[src/rtl/dtf_pkg.sv]
// constants and types shared by the task-file register port
package dtf_pkg;
  localparam logic [2:0] DA_DATA = 3'h0;
  localparam logic [2:0] DA_CYL_LO = 3'h4;
  localparam logic [2:0] DA_CYL_HI = 3'h5;
  localparam logic [2:0] DA_DEVHEAD = 3'h6;
  localparam logic [2:0] DA_CMDSTAT = 3'h7;
  localparam logic [2:0] DA_CTRLALT = 3'h6;
  localparam int CTL_SRST_BIT = 2;
  localparam int CTL_NIEN_BIT = 1;
  localparam int DH_DEV_BIT = 4;
  localparam int DH_OBS_HI_BIT = 7;
  localparam int DH_OBS_LO_BIT = 5;
  localparam int ST_BSY_BIT = 7;
  localparam int ST_DRQ_BIT = 3;
  localparam logic [7:0] CYL_RST = 8'h00;
  localparam logic [7:0] DEVHEAD_RST = 8'h00;
  localparam logic [7:0] CMD_RST = 8'h00;
  localparam logic [15:0] WORD_RST = 16'h0000;
  localparam logic [23:0] SYNC_RST = 24'hc7_0000;
  localparam logic [1:0] STRAP_SETTLE = 2'h2;
  typedef enum logic [2:0] {
    SEL_NONE,
    SEL_DATA,
    SEL_CYL_LO,
    SEL_CYL_HI,
    SEL_DEVHEAD,
    SEL_CMDSTAT,
    SEL_CTRLALT,
    SEL_DMA
  } dtf_sel_e;
endpackage : dtf_pkg

[src/rtl/dtf_acc_if.sv]
// decoded host accesses passed from the pin decoder to the register core
`timescale 1ns/1ps
`default_nettype none
interface dtf_acc_if;
  import dtf_pkg::*;
  dtf_sel_e sel;
  logic rd_start;
  logic rd_end;
  logic wr_end;
  logic dmack;
  logic [15:0] wdata;
  modport dec (output sel, output rd_start, output rd_end, output wr_end, output dmack,
               output wdata);
  modport core (input sel, input rd_start, input rd_end, input wr_end, input dmack,
                input wdata);
endinterface : dtf_acc_if
`default_nettype wire

[src/rtl/dtf_task_port.sv]
// device-side task-file register port with PIO and DMA word stream
`timescale 1ns/1ps
`default_nettype none
module dtf_task_port
  import dtf_pkg::*;
#(
  parameter logic [7:0] CMD_DEV_RESET = 8'h08
)
(
  input wire logic clk,
  input wire logic nrst,
  input wire logic cs0_n,
  input wire logic cs1_n,
  input wire logic [2:0] da,
  input wire logic dior_n,
  input wire logic diow_n,
  input wire logic dmack_n,
  input wire logic [15:0] dd_in,
  output logic [15:0] dd_out,
  output logic dd_oe,
  output logic dmarq,
  output logic intrq_out,
  output logic intrq_oe,
  input wire logic dev_strap,
  input wire logic [7:0] status,
  input wire logic core_dmarq,
  input wire logic intr_set,
  input wire logic xfer_to_host,
  input wire logic [15:0] rd_word,
  output logic rd_next,
  output logic [15:0] wr_word,
  output logic wr_valid,
  output logic cmd_start,
  output logic [7:0] cmd_code,
  output logic [7:0] prm_cyl_hi,
  output logic [7:0] prm_cyl_lo,
  output logic [7:0] prm_devhead,
  output logic srst,
  output logic nien,
  output logic dev_selected
);
  dtf_acc_if acc ();

  dtf_pin_dec u_dec (
    .clk(clk),
    .nrst(nrst),
    .cs0_n(cs0_n),
    .cs1_n(cs1_n),
    .da(da),
    .dior_n(dior_n),
    .diow_n(diow_n),
    .dmack_n(dmack_n),
    .dd_in(dd_in),
    .acc(acc)
  );

  logic strap_s1;
  logic strap_s2;
  logic strap_taken;
  logic [1:0] strap_age;
  logic my_dev;
  logic [7:0] cyl_lo;
  logic [7:0] cyl_hi;
  logic [7:0] devhead;
  logic int_pend;
  logic bsy;
  logic drq;
  logic wr_cmd_ok;
  logic wr_param_ok;
  logic pio_ok;
  logic dma_ok;
  logic stream_rd;
  logic stream_wr;
  logic answer;
  logic stat_rd_clr;
  logic [15:0] next_dd_out;

  assign bsy = status[ST_BSY_BIT];
  assign drq = status[ST_DRQ_BIT];

  // strap is static on the board; sample it once after reset release
  always_ff @(posedge clk or negedge nrst) begin
    if (!nrst) begin
      strap_s1 <= 1'b0;
      strap_s2 <= 1'b0;
    end else begin
      strap_s1 <= dev_strap;
      strap_s2 <= strap_s1;
    end
  end

  always_ff @(posedge clk or negedge nrst) begin
    if (!nrst) begin
      strap_age <= 2'h0;
      strap_taken <= 1'b0;
      my_dev <= 1'b0;
    end else if (!strap_taken) begin
      // the synchroniser shows the pin only from the third edge on
      if (strap_age == STRAP_SETTLE) begin
        strap_taken <= 1'b1;
        my_dev <= strap_s2;
      end else begin
        strap_age <= strap_age + 2'h1;
      end
    end
  end

  assign dev_selected = devhead[DH_DEV_BIT] == my_dev;

  // busy blocks parameter writes; of the commands only device reset passes a busy device
  assign wr_param_ok = acc.wr_end && !bsy;
  assign wr_cmd_ok = acc.wr_end && acc.sel == SEL_CMDSTAT
                     && (!bsy || acc.wdata[7:0] == CMD_DEV_RESET);

  // parameter registers, taken by both devices
  always_ff @(posedge clk or negedge nrst) begin
    if (!nrst) begin
      cyl_lo <= CYL_RST;
    end else if (wr_param_ok && acc.sel == SEL_CYL_LO) begin
      cyl_lo <= acc.wdata[7:0];
    end
  end

  always_ff @(posedge clk or negedge nrst) begin
    if (!nrst) begin
      cyl_hi <= CYL_RST;
    end else if (wr_param_ok && acc.sel == SEL_CYL_HI) begin
      cyl_hi <= acc.wdata[7:0];
    end
  end

  always_ff @(posedge clk or negedge nrst) begin
    if (!nrst) begin
      devhead <= DEVHEAD_RST;
    end else if (wr_param_ok && acc.sel == SEL_DEVHEAD) begin
      devhead <= acc.wdata[7:0];
    end
  end

  // device control: acts at once, soft reset reaches both devices
  always_ff @(posedge clk or negedge nrst) begin
    if (!nrst) begin
      srst <= 1'b0;
      nien <= 1'b0;
    end else if (acc.wr_end && acc.sel == SEL_CTRLALT) begin
      srst <= acc.wdata[CTL_SRST_BIT];
      nien <= acc.wdata[CTL_NIEN_BIT];
    end
  end

  // command write: start pulse plus parameter snapshot
  always_ff @(posedge clk or negedge nrst) begin
    if (!nrst) begin
      cmd_start <= 1'b0;
      cmd_code <= CMD_RST;
      prm_cyl_lo <= CYL_RST;
      prm_cyl_hi <= CYL_RST;
      prm_devhead <= DEVHEAD_RST;
    end else begin
      cmd_start <= wr_cmd_ok && dev_selected;
      if (wr_cmd_ok) begin
        cmd_code <= acc.wdata[7:0];
        prm_cyl_lo <= cyl_lo;
        prm_cyl_hi <= cyl_hi;
        prm_devhead <= devhead & ~((8'h01 << DH_OBS_HI_BIT) | (8'h01 << DH_OBS_LO_BIT));
      end
    end
  end

  // status read clears, alternate status read does not; set wins
  assign stat_rd_clr = acc.rd_end && acc.sel == SEL_CMDSTAT && dev_selected;

  always_ff @(posedge clk or negedge nrst) begin
    if (!nrst) begin
      int_pend <= 1'b0;
    end else if (intr_set) begin
      int_pend <= 1'b1;
    end else if (wr_cmd_ok || stat_rd_clr) begin
      int_pend <= 1'b0;
    end
  end

  assign intrq_out = int_pend;
  assign intrq_oe = !nien && dev_selected;

  // PIO and DMA words move only in the active direction
  assign pio_ok = acc.sel == SEL_DATA && drq && !acc.dmack;
  assign dma_ok = acc.sel == SEL_DMA && core_dmarq;
  assign stream_rd = (pio_ok || dma_ok) && xfer_to_host && dev_selected;
  assign stream_wr = (pio_ok || dma_ok) && !xfer_to_host && dev_selected;

  assign dmarq = core_dmarq && dev_selected;

  always_ff @(posedge clk or negedge nrst) begin
    if (!nrst) begin
      rd_next <= 1'b0;
    end else begin
      rd_next <= acc.rd_end && dd_oe && stream_rd;
    end
  end

  always_ff @(posedge clk or negedge nrst) begin
    if (!nrst) begin
      wr_valid <= 1'b0;
      wr_word <= WORD_RST;
    end else begin
      wr_valid <= acc.wr_end && stream_wr;
      if (acc.wr_end && stream_wr) begin
        wr_word <= acc.wdata;
      end
    end
  end

  // read path: answer only when selected and the address is ours
  always_comb begin
    answer = dev_selected;
    next_dd_out = WORD_RST;
    case (acc.sel)
      SEL_DATA: begin
        answer = stream_rd;
        next_dd_out = rd_word;
      end
      SEL_DMA: begin
        answer = stream_rd;
        next_dd_out = rd_word;
      end
      SEL_CYL_LO: next_dd_out = {8'h00, cyl_lo};
      SEL_CYL_HI: next_dd_out = {8'h00, cyl_hi};
      SEL_DEVHEAD: next_dd_out = {8'h00, devhead};
      SEL_CMDSTAT: next_dd_out = {8'h00, status};
      SEL_CTRLALT: next_dd_out = {8'h00, status};
      SEL_NONE: answer = 1'b0;
      default: answer = 1'b0;
    endcase
  end

  always_ff @(posedge clk or negedge nrst) begin
    if (!nrst) begin
      dd_oe <= 1'b0;
      dd_out <= WORD_RST;
    end else if (acc.rd_start) begin
      dd_oe <= answer;
      dd_out <= next_dd_out;
    end else if (acc.rd_end) begin
      dd_oe <= 1'b0;
    end
  end

  property p_cmd_clears_int;
    @(posedge clk) disable iff (!nrst)
    wr_cmd_ok && !intr_set |=> !int_pend;
  endproperty
  a_cmd_clears_int: assert property (p_cmd_clears_int)
    else $error("command write left interrupt pending");

  property p_alt_keeps_int;
    @(posedge clk) disable iff (!nrst)
    int_pend && acc.rd_end && acc.sel == SEL_CTRLALT && !wr_cmd_ok |=> int_pend;
  endproperty
  a_alt_keeps_int: assert property (p_alt_keeps_int)
    else $error("alternate status read cleared interrupt");

  property p_alt_eq_status;
    @(posedge clk) disable iff (!nrst)
    acc.rd_start && acc.sel == SEL_CTRLALT && dev_selected
    |=> dd_oe && dd_out == {8'h00, $past(status)};
  endproperty
  a_alt_eq_status: assert property (p_alt_eq_status)
    else $error("alternate status differs from status");

  property p_alt_wr_ctrl;
    @(posedge clk) disable iff (!nrst)
    acc.wr_end && acc.sel == SEL_CTRLALT
    |=> nien == $past(acc.wdata[CTL_NIEN_BIT]) && srst == $past(acc.wdata[CTL_SRST_BIT]);
  endproperty
  a_alt_wr_ctrl: assert property (p_alt_wr_ctrl)
    else $error("alternate address write missed device control");

  property p_bsy_blocks;
    @(posedge clk) disable iff (!nrst)
    acc.wr_end && bsy && acc.sel == SEL_CYL_LO |=> $stable(cyl_lo);
  endproperty
  a_bsy_blocks: assert property (p_bsy_blocks)
    else $error("parameter write taken while busy");

  property p_cmd_params;
    @(posedge clk) disable iff (!nrst)
    wr_cmd_ok && dev_selected |=> cmd_start && prm_cyl_lo == $past(cyl_lo)
    && prm_cyl_hi == $past(cyl_hi) && cmd_code == $past(acc.wdata[7:0]);
  endproperty
  a_cmd_params: assert property (p_cmd_params)
    else $error("command parameters not captured");

  property p_obs_masked;
    @(posedge clk) disable iff (!nrst)
    cmd_start |-> !prm_devhead[DH_OBS_HI_BIT] && !prm_devhead[DH_OBS_LO_BIT];
  endproperty
  a_obs_masked: assert property (p_obs_masked)
    else $error("obsolete device/head bits passed on");

  property p_nien_floats;
    @(posedge clk) disable iff (!nrst)
    acc.wr_end && acc.sel == SEL_CTRLALT && acc.wdata[CTL_NIEN_BIT] |=> !intrq_oe;
  endproperty
  a_nien_floats: assert property (p_nien_floats)
    else $error("interrupt driven while disabled");

  property p_bad_release;
    @(posedge clk) disable iff (!nrst)
    acc.rd_start && acc.sel == SEL_NONE |=> !dd_oe;
  endproperty
  a_bad_release: assert property (p_bad_release)
    else $error("data bus driven on invalid address");

  property p_word_next;
    @(posedge clk) disable iff (!nrst)
    acc.rd_end && dd_oe && stream_rd |=> rd_next ##1 !rd_next;
  endproperty
  a_word_next: assert property (p_word_next)
    else $error("read did not advance the word stream");

  property p_busy_cmd;
    @(posedge clk) disable iff (!nrst)
    acc.wr_end && acc.sel == SEL_CMDSTAT && bsy && acc.wdata[7:0] != CMD_DEV_RESET |=> !cmd_start;
  endproperty
  a_busy_cmd: assert property (p_busy_cmd)
    else $error("command started while busy");

  property p_unsel_quiet;
    @(posedge clk) disable iff (!nrst)
    acc.rd_start && !dev_selected |=> !dd_oe;
  endproperty
  a_unsel_quiet: assert property (p_unsel_quiet)
    else $error("unselected device drove the data bus");

  property p_wr_word;
    @(posedge clk) disable iff (!nrst)
    acc.wr_end && stream_wr |=> wr_valid && wr_word == $past(acc.wdata);
  endproperty
  a_wr_word: assert property (p_wr_word)
    else $error("written word not passed on");

  property p_dev_sel;
    @(posedge clk) disable iff (!nrst)
    acc.wr_end && acc.sel == SEL_DEVHEAD && !bsy
    |=> dev_selected == ($past(acc.wdata[DH_DEV_BIT]) == my_dev);
  endproperty
  a_dev_sel: assert property (p_dev_sel)
    else $error("device select bit not effective at write");
endmodule : dtf_task_port
`default_nettype wire

[src/rtl/dtf_pin_dec.sv]
// pin synchroniser, strobe edge detection and address decode
`timescale 1ns/1ps
`default_nettype none
module dtf_pin_dec
  import dtf_pkg::*;
(
  input wire logic clk,
  input wire logic nrst,
  input wire logic cs0_n,
  input wire logic cs1_n,
  input wire logic [2:0] da,
  input wire logic dior_n,
  input wire logic diow_n,
  input wire logic dmack_n,
  input wire logic [15:0] dd_in,
  dtf_acc_if.dec acc
);
  logic [23:0] sync1;
  logic [23:0] sync2;
  logic dior_q;
  logic diow_q;
  logic s_cs0_n;
  logic s_cs1_n;
  logic [2:0] s_da;
  logic s_dior_n;
  logic s_diow_n;
  logic s_dmack_n;

  always_ff @(posedge clk or negedge nrst) begin
    if (!nrst) begin
      sync1 <= SYNC_RST;
      sync2 <= SYNC_RST;
    end else begin
      sync1 <= {cs0_n, cs1_n, da, dior_n, diow_n, dmack_n, dd_in};
      sync2 <= sync1;
    end
  end

  assign {s_cs0_n, s_cs1_n, s_da, s_dior_n, s_diow_n, s_dmack_n} = sync2[23:16];

  always_ff @(posedge clk or negedge nrst) begin
    if (!nrst) begin
      dior_q <= 1'b1;
      diow_q <= 1'b1;
    end else begin
      dior_q <= s_dior_n;
      diow_q <= s_diow_n;
    end
  end

  always_comb begin
    acc.sel = SEL_NONE;
    if (!s_cs0_n && s_cs1_n) begin
      case (s_da)
        DA_DATA: acc.sel = SEL_DATA;
        DA_CYL_LO: acc.sel = SEL_CYL_LO;
        DA_CYL_HI: acc.sel = SEL_CYL_HI;
        DA_DEVHEAD: acc.sel = SEL_DEVHEAD;
        DA_CMDSTAT: acc.sel = SEL_CMDSTAT;
        default: acc.sel = SEL_NONE;
      endcase
    end else if (s_cs0_n && !s_cs1_n && s_da == DA_CTRLALT) begin
      acc.sel = SEL_CTRLALT;
    end else if (s_cs0_n && s_cs1_n && !s_dmack_n) begin
      acc.sel = SEL_DMA;
    end
  end

  assign acc.rd_start = dior_q && !s_dior_n;
  assign acc.rd_end = !dior_q && s_dior_n;
  assign acc.wr_end = !diow_q && s_diow_n;
  assign acc.dmack = !s_dmack_n;
  assign acc.wdata = sync2[15:0];
endmodule : dtf_pin_dec
`default_nettype wire

[config.mk]
export PLATFORM = sky130hd
export DESIGN_NAME = dtf_task_port
export DESIGN_NICKNAME = d
export VERILOG_FILES = /design/src/rtl/dtf_pkg.sv /design/src/rtl/dtf_acc_if.sv /design/src/rtl/dtf_task_port.sv /design/src/rtl/dtf_pin_dec.sv
export SDC_FILE = /design/constraint.sdc
export NUM_CORES = 1
export LEC_CHECK = 0
export BUFFER_PORTS_ARGS = -buffer_cell sky130_fd_sc_hd__clkbuf_2
export CORE_ASPECT_RATIO = 0.7
export CORE_UTILIZATION = 48
export CTS_BUF_LIST = sky130_fd_sc_hd__clkbuf_16
export DETAILED_ROUTE_END_ITERATION = 8
export HOLD_SLACK_MARGIN = 0.12
export PLACE_DENSITY_LB_ADDON = 0.2
export SLEW_MARGIN = 0
export SYNTH_ARGS = -nofsm -noshare
export SYNTH_HDL_FRONTEND = slang
export SYNTH_SLANG_ARGS = --single-unit
[constraint.sdc]
create_clock -name clk -period 2.05 [get_ports clk]
set_input_delay 0.1025 -clock clk [delete_from_list [all_inputs] [get_ports clk]]
set_output_delay 0.1025 -clock clk [all_outputs]
set_load 0.01 [all_outputs]
==> flow_summary.json <==
{
  "layout_commonest_cell": "dfrtp_1",
  "netlist_instances": 369,
  "critical_path_buf_inv_count": 1,
  "drtIter0Drc": 154,
  "crit_type": "flop to flop",
  "yosys_warnings": 0,
  "clk_pin_slew_ns": 0.06,
  "min_period_over_period": 1.05,
  "setup_viol": 31,
  "finalHoldViolations": 0,
  "synthTopCellsByArea": "dfrtp_1 (60%), mux2_2 (10%), mux2_4 (7.7%)",
  "synth-edff-count": 0,
  "viasPerCell": 5.02,
  "dpl_worst_slack_ns": -0.173,
  "start_util": 0.504,
  "synth_area_sq_um": 5680,
  "slowest_stage": "or4b_4",
  "die_y_um": 93.0,
  "place.gp.congestion": 0.810,
  "num-nets-final": 637,
  "grt_max_degree": 39,
  "synth_top_cell_by_area": "dfrtp_1",
  "antenna_found_initial": 0,
  "p_leak_nw": 4.00,
  "critPathMaxFanout": 14,
  "ys.flop_type": "dfrtp_1",
  "worst_slack_ns": -0.104,
  "violations": "negative setup slack",
  "io_buffer_count": 125,
  "critPathTopFamily": "simple AND/OR/NAND/NOR gates",
  "cts_buffers": 17,
  "rows": 32,
  "finalPower_mw": 7.10,
  "hold_path.class": "input port to asynchronous set/reset pin",
  "cts_tree": "yes",
  "area_growth_pct": 39.2,
  "coreArea_sq_um": 11300,
  "path_cells": "or4b_4 > o21ai_2 > or3b_4 > buf_12 > mux2_4",
  "mostFrequentLayoutCells": "dfrtp_1 (137), clkbuf_2 (124), mux2_4 (45)",
  "drv_slew": 0,
  "synth_top_area_frac": 0.604,
  "n_antenna_cell": 0,
  "dp_hpwl_um": 8770,
  "cts_num_sinks": 149,
  "grt_overflow": 0,
  "ys_seq_area_frac": 0.660,
  "drtPass1Iterations": 4,
  "ys_types": 49,
  "setup.worst_path.start_class": "flop",
  "rsz0062_at_grt": "true",
  "postSynth.asyncResetShare": 1.00,
  "first_global_vias": 3589,
  "drtAntennaViolNets": 0,
  "synth-seq-cells": 149,
  "period_minus_slack_ns": 2.15,
  "slowest_delay_ns": 0.54,
  "cellPowerDensity_nw_per_um2": 898,
  "max_cap_violations": 0,
  "status": "finished with violations",
  "clkLatencyLatePin_ns": 0.42,
  "finalWirelength_um": 13000,
  "postSynthAreaPerCell_sq_um": 15.4,
  "drc": 0,
  "wire_per_inst_um": 17.4,
  "skew_ns": 0.0159,
  "grt_pass1_wl_um": 19700,
  "peakVddDrop_v": 0.000590,
  "clockBufferDepth": 2,
  "die_x_um": 132,
  "pin_count": 128,
  "fmax_mhz": 464,
  "die-area_sq_um": 12300,
  "via_count": 3748,
  "drive_above_1_share": 0.514,
  "grtUsageTotal": 0.216,
  "critPathRequiredTime_ns": 2.34,
  "arrival_ns": 2.44,
  "cts_htree_levels": 4,
  "clock-root-buffer": "clkbuf_16",
  "worst_setup_path_end_kind": "flop"
}
==> synthesized netlist by cell type, types with 3 or more instances <==
| master | instances |
|---|---|
| nor2_1 | 12 |
| ha_1 | 3 |
| mux2_2 | 52 |
| nand2_1 | 25 |
| buf_12 | 3 |
| nand2b_1 | 3 |
| nor2b_1 | 3 |
| and3_1 | 7 |
| nor3_1 | 3 |
| nand3b_1 | 3 |
| dfstp_2 | 12 |
| dfrtp_1 | 137 |
| o2bb2ai_1 | 8 |
| mux2_4 | 29 |
| a221oi_1 | 8 |
| inv_1 | 5 |
| a311oi_1 | 8 |
| clkbuf_1 | 10 |
==> logic make-up after synthesis <==
logic type,after synthesis,synth area share
AO/OA/AOI/OAI,36,0.0516
XOR/XNOR,2,0.00309
adder cells (fa/ha/maj),3,0.00661
buffers and inverters,24,0.0276
flip-flops,149,0.660
multiplexers,81,0.180
other,1,0.000661
AND/OR/NAND/NOR,73,0.0710
==> registers in the layout, summed over array words and instances, names as in the netlist, 8 cells and up <==
signal and flops:
u_dec.sync1 24, prm_cyl_lo 8, dd_out 16, wr_word 16
cyl_hi 8, cyl_lo 8, u_dec.sync2 24, devhead 8
cmd_code 8, prm_cyl_hi 8
==> metrics by stage <==
step           utilization  instances  hold slack [ns]  instance area [sq um]  setup TNS (ns)
2_1_floorplan            -        370           -0.193                   5740           -1.39
3_3_place_gp         0.592        661         -0.00558                   6660           -3.45
3_5_place_dp         0.592        661         -0.00269                   6660           -4.79
4_1_cts              0.687        738            0.139                   7730           -2.03
5_1_grt              0.702        746            0.160                   7900           -4.14
6_report             0.702        746            0.134                   7900           -2.59
==> metal layers <==
metal / wire, um / part of all wire / up-vias / global-route usage
li1: - / - / 1745 / -
met3: 1130 / 0.087 / 7 / 0.0607
met4: 74 / 0.0057 / 0 / 0.0727
met1: 6090 / 0.47 / 1847 / 0.312
met5: 0 / 0 / - / 0
met2: 5670 / 0.44 / 149 / 0.316
==> report_power, final <==
part	internal, mW	total, mW	switching [mW]
combinational	0.352	0.666	0.314
sequential	3.13	3.24	0.109
clock	1.94	3.20	1.25
total	5.42	7.10	1.67
==> cell type report <==
class | count | area, sq um
Clock buffer | 17 | 425
Clock inverter | 15 | 189
Fill cell | 739 | 3350
Inverter | 6 | 22.5
Multi-Input combinational cell | 197 | 1890
Sequential cell | 149 | 3740
Tap cell | 153 | 191
Timing Repair Buffer | 209 | 1440
==> path summary, 6_finish.rpt <==
path	to	slack (ns)	cells after the start	startpoint
min in group clk	dd_out[1]	0.17	3	status[1]
setup / recovery	prm_cyl_lo[2]	-0.10	5	u_dec.sync2[0]
max in group asynchronous	u_dec.sync1[17]	1.22	3	nrst
hold reg to reg	u_dec.sync2[10]	0.35	0	u_dec.sync1[10]
hold / removal	cmd_code[5]	0.13	2	nrst
setup reg to reg	prm_cyl_lo[2]	-0.10	5	u_dec.sync2[0]
==> timing repair <==
action                                  4_1_cts  5_1_grt
endpoints found under the setup margin       39       48
gates resized for setup                       5       24
hold buffers                                 44        0
setup buffers                                 0        6
hold endpoints to repair                    184        0
pin swaps                                     1        3
gates cloned                                  1        2
Note: power is estimated with default switching activity, not from simulation.
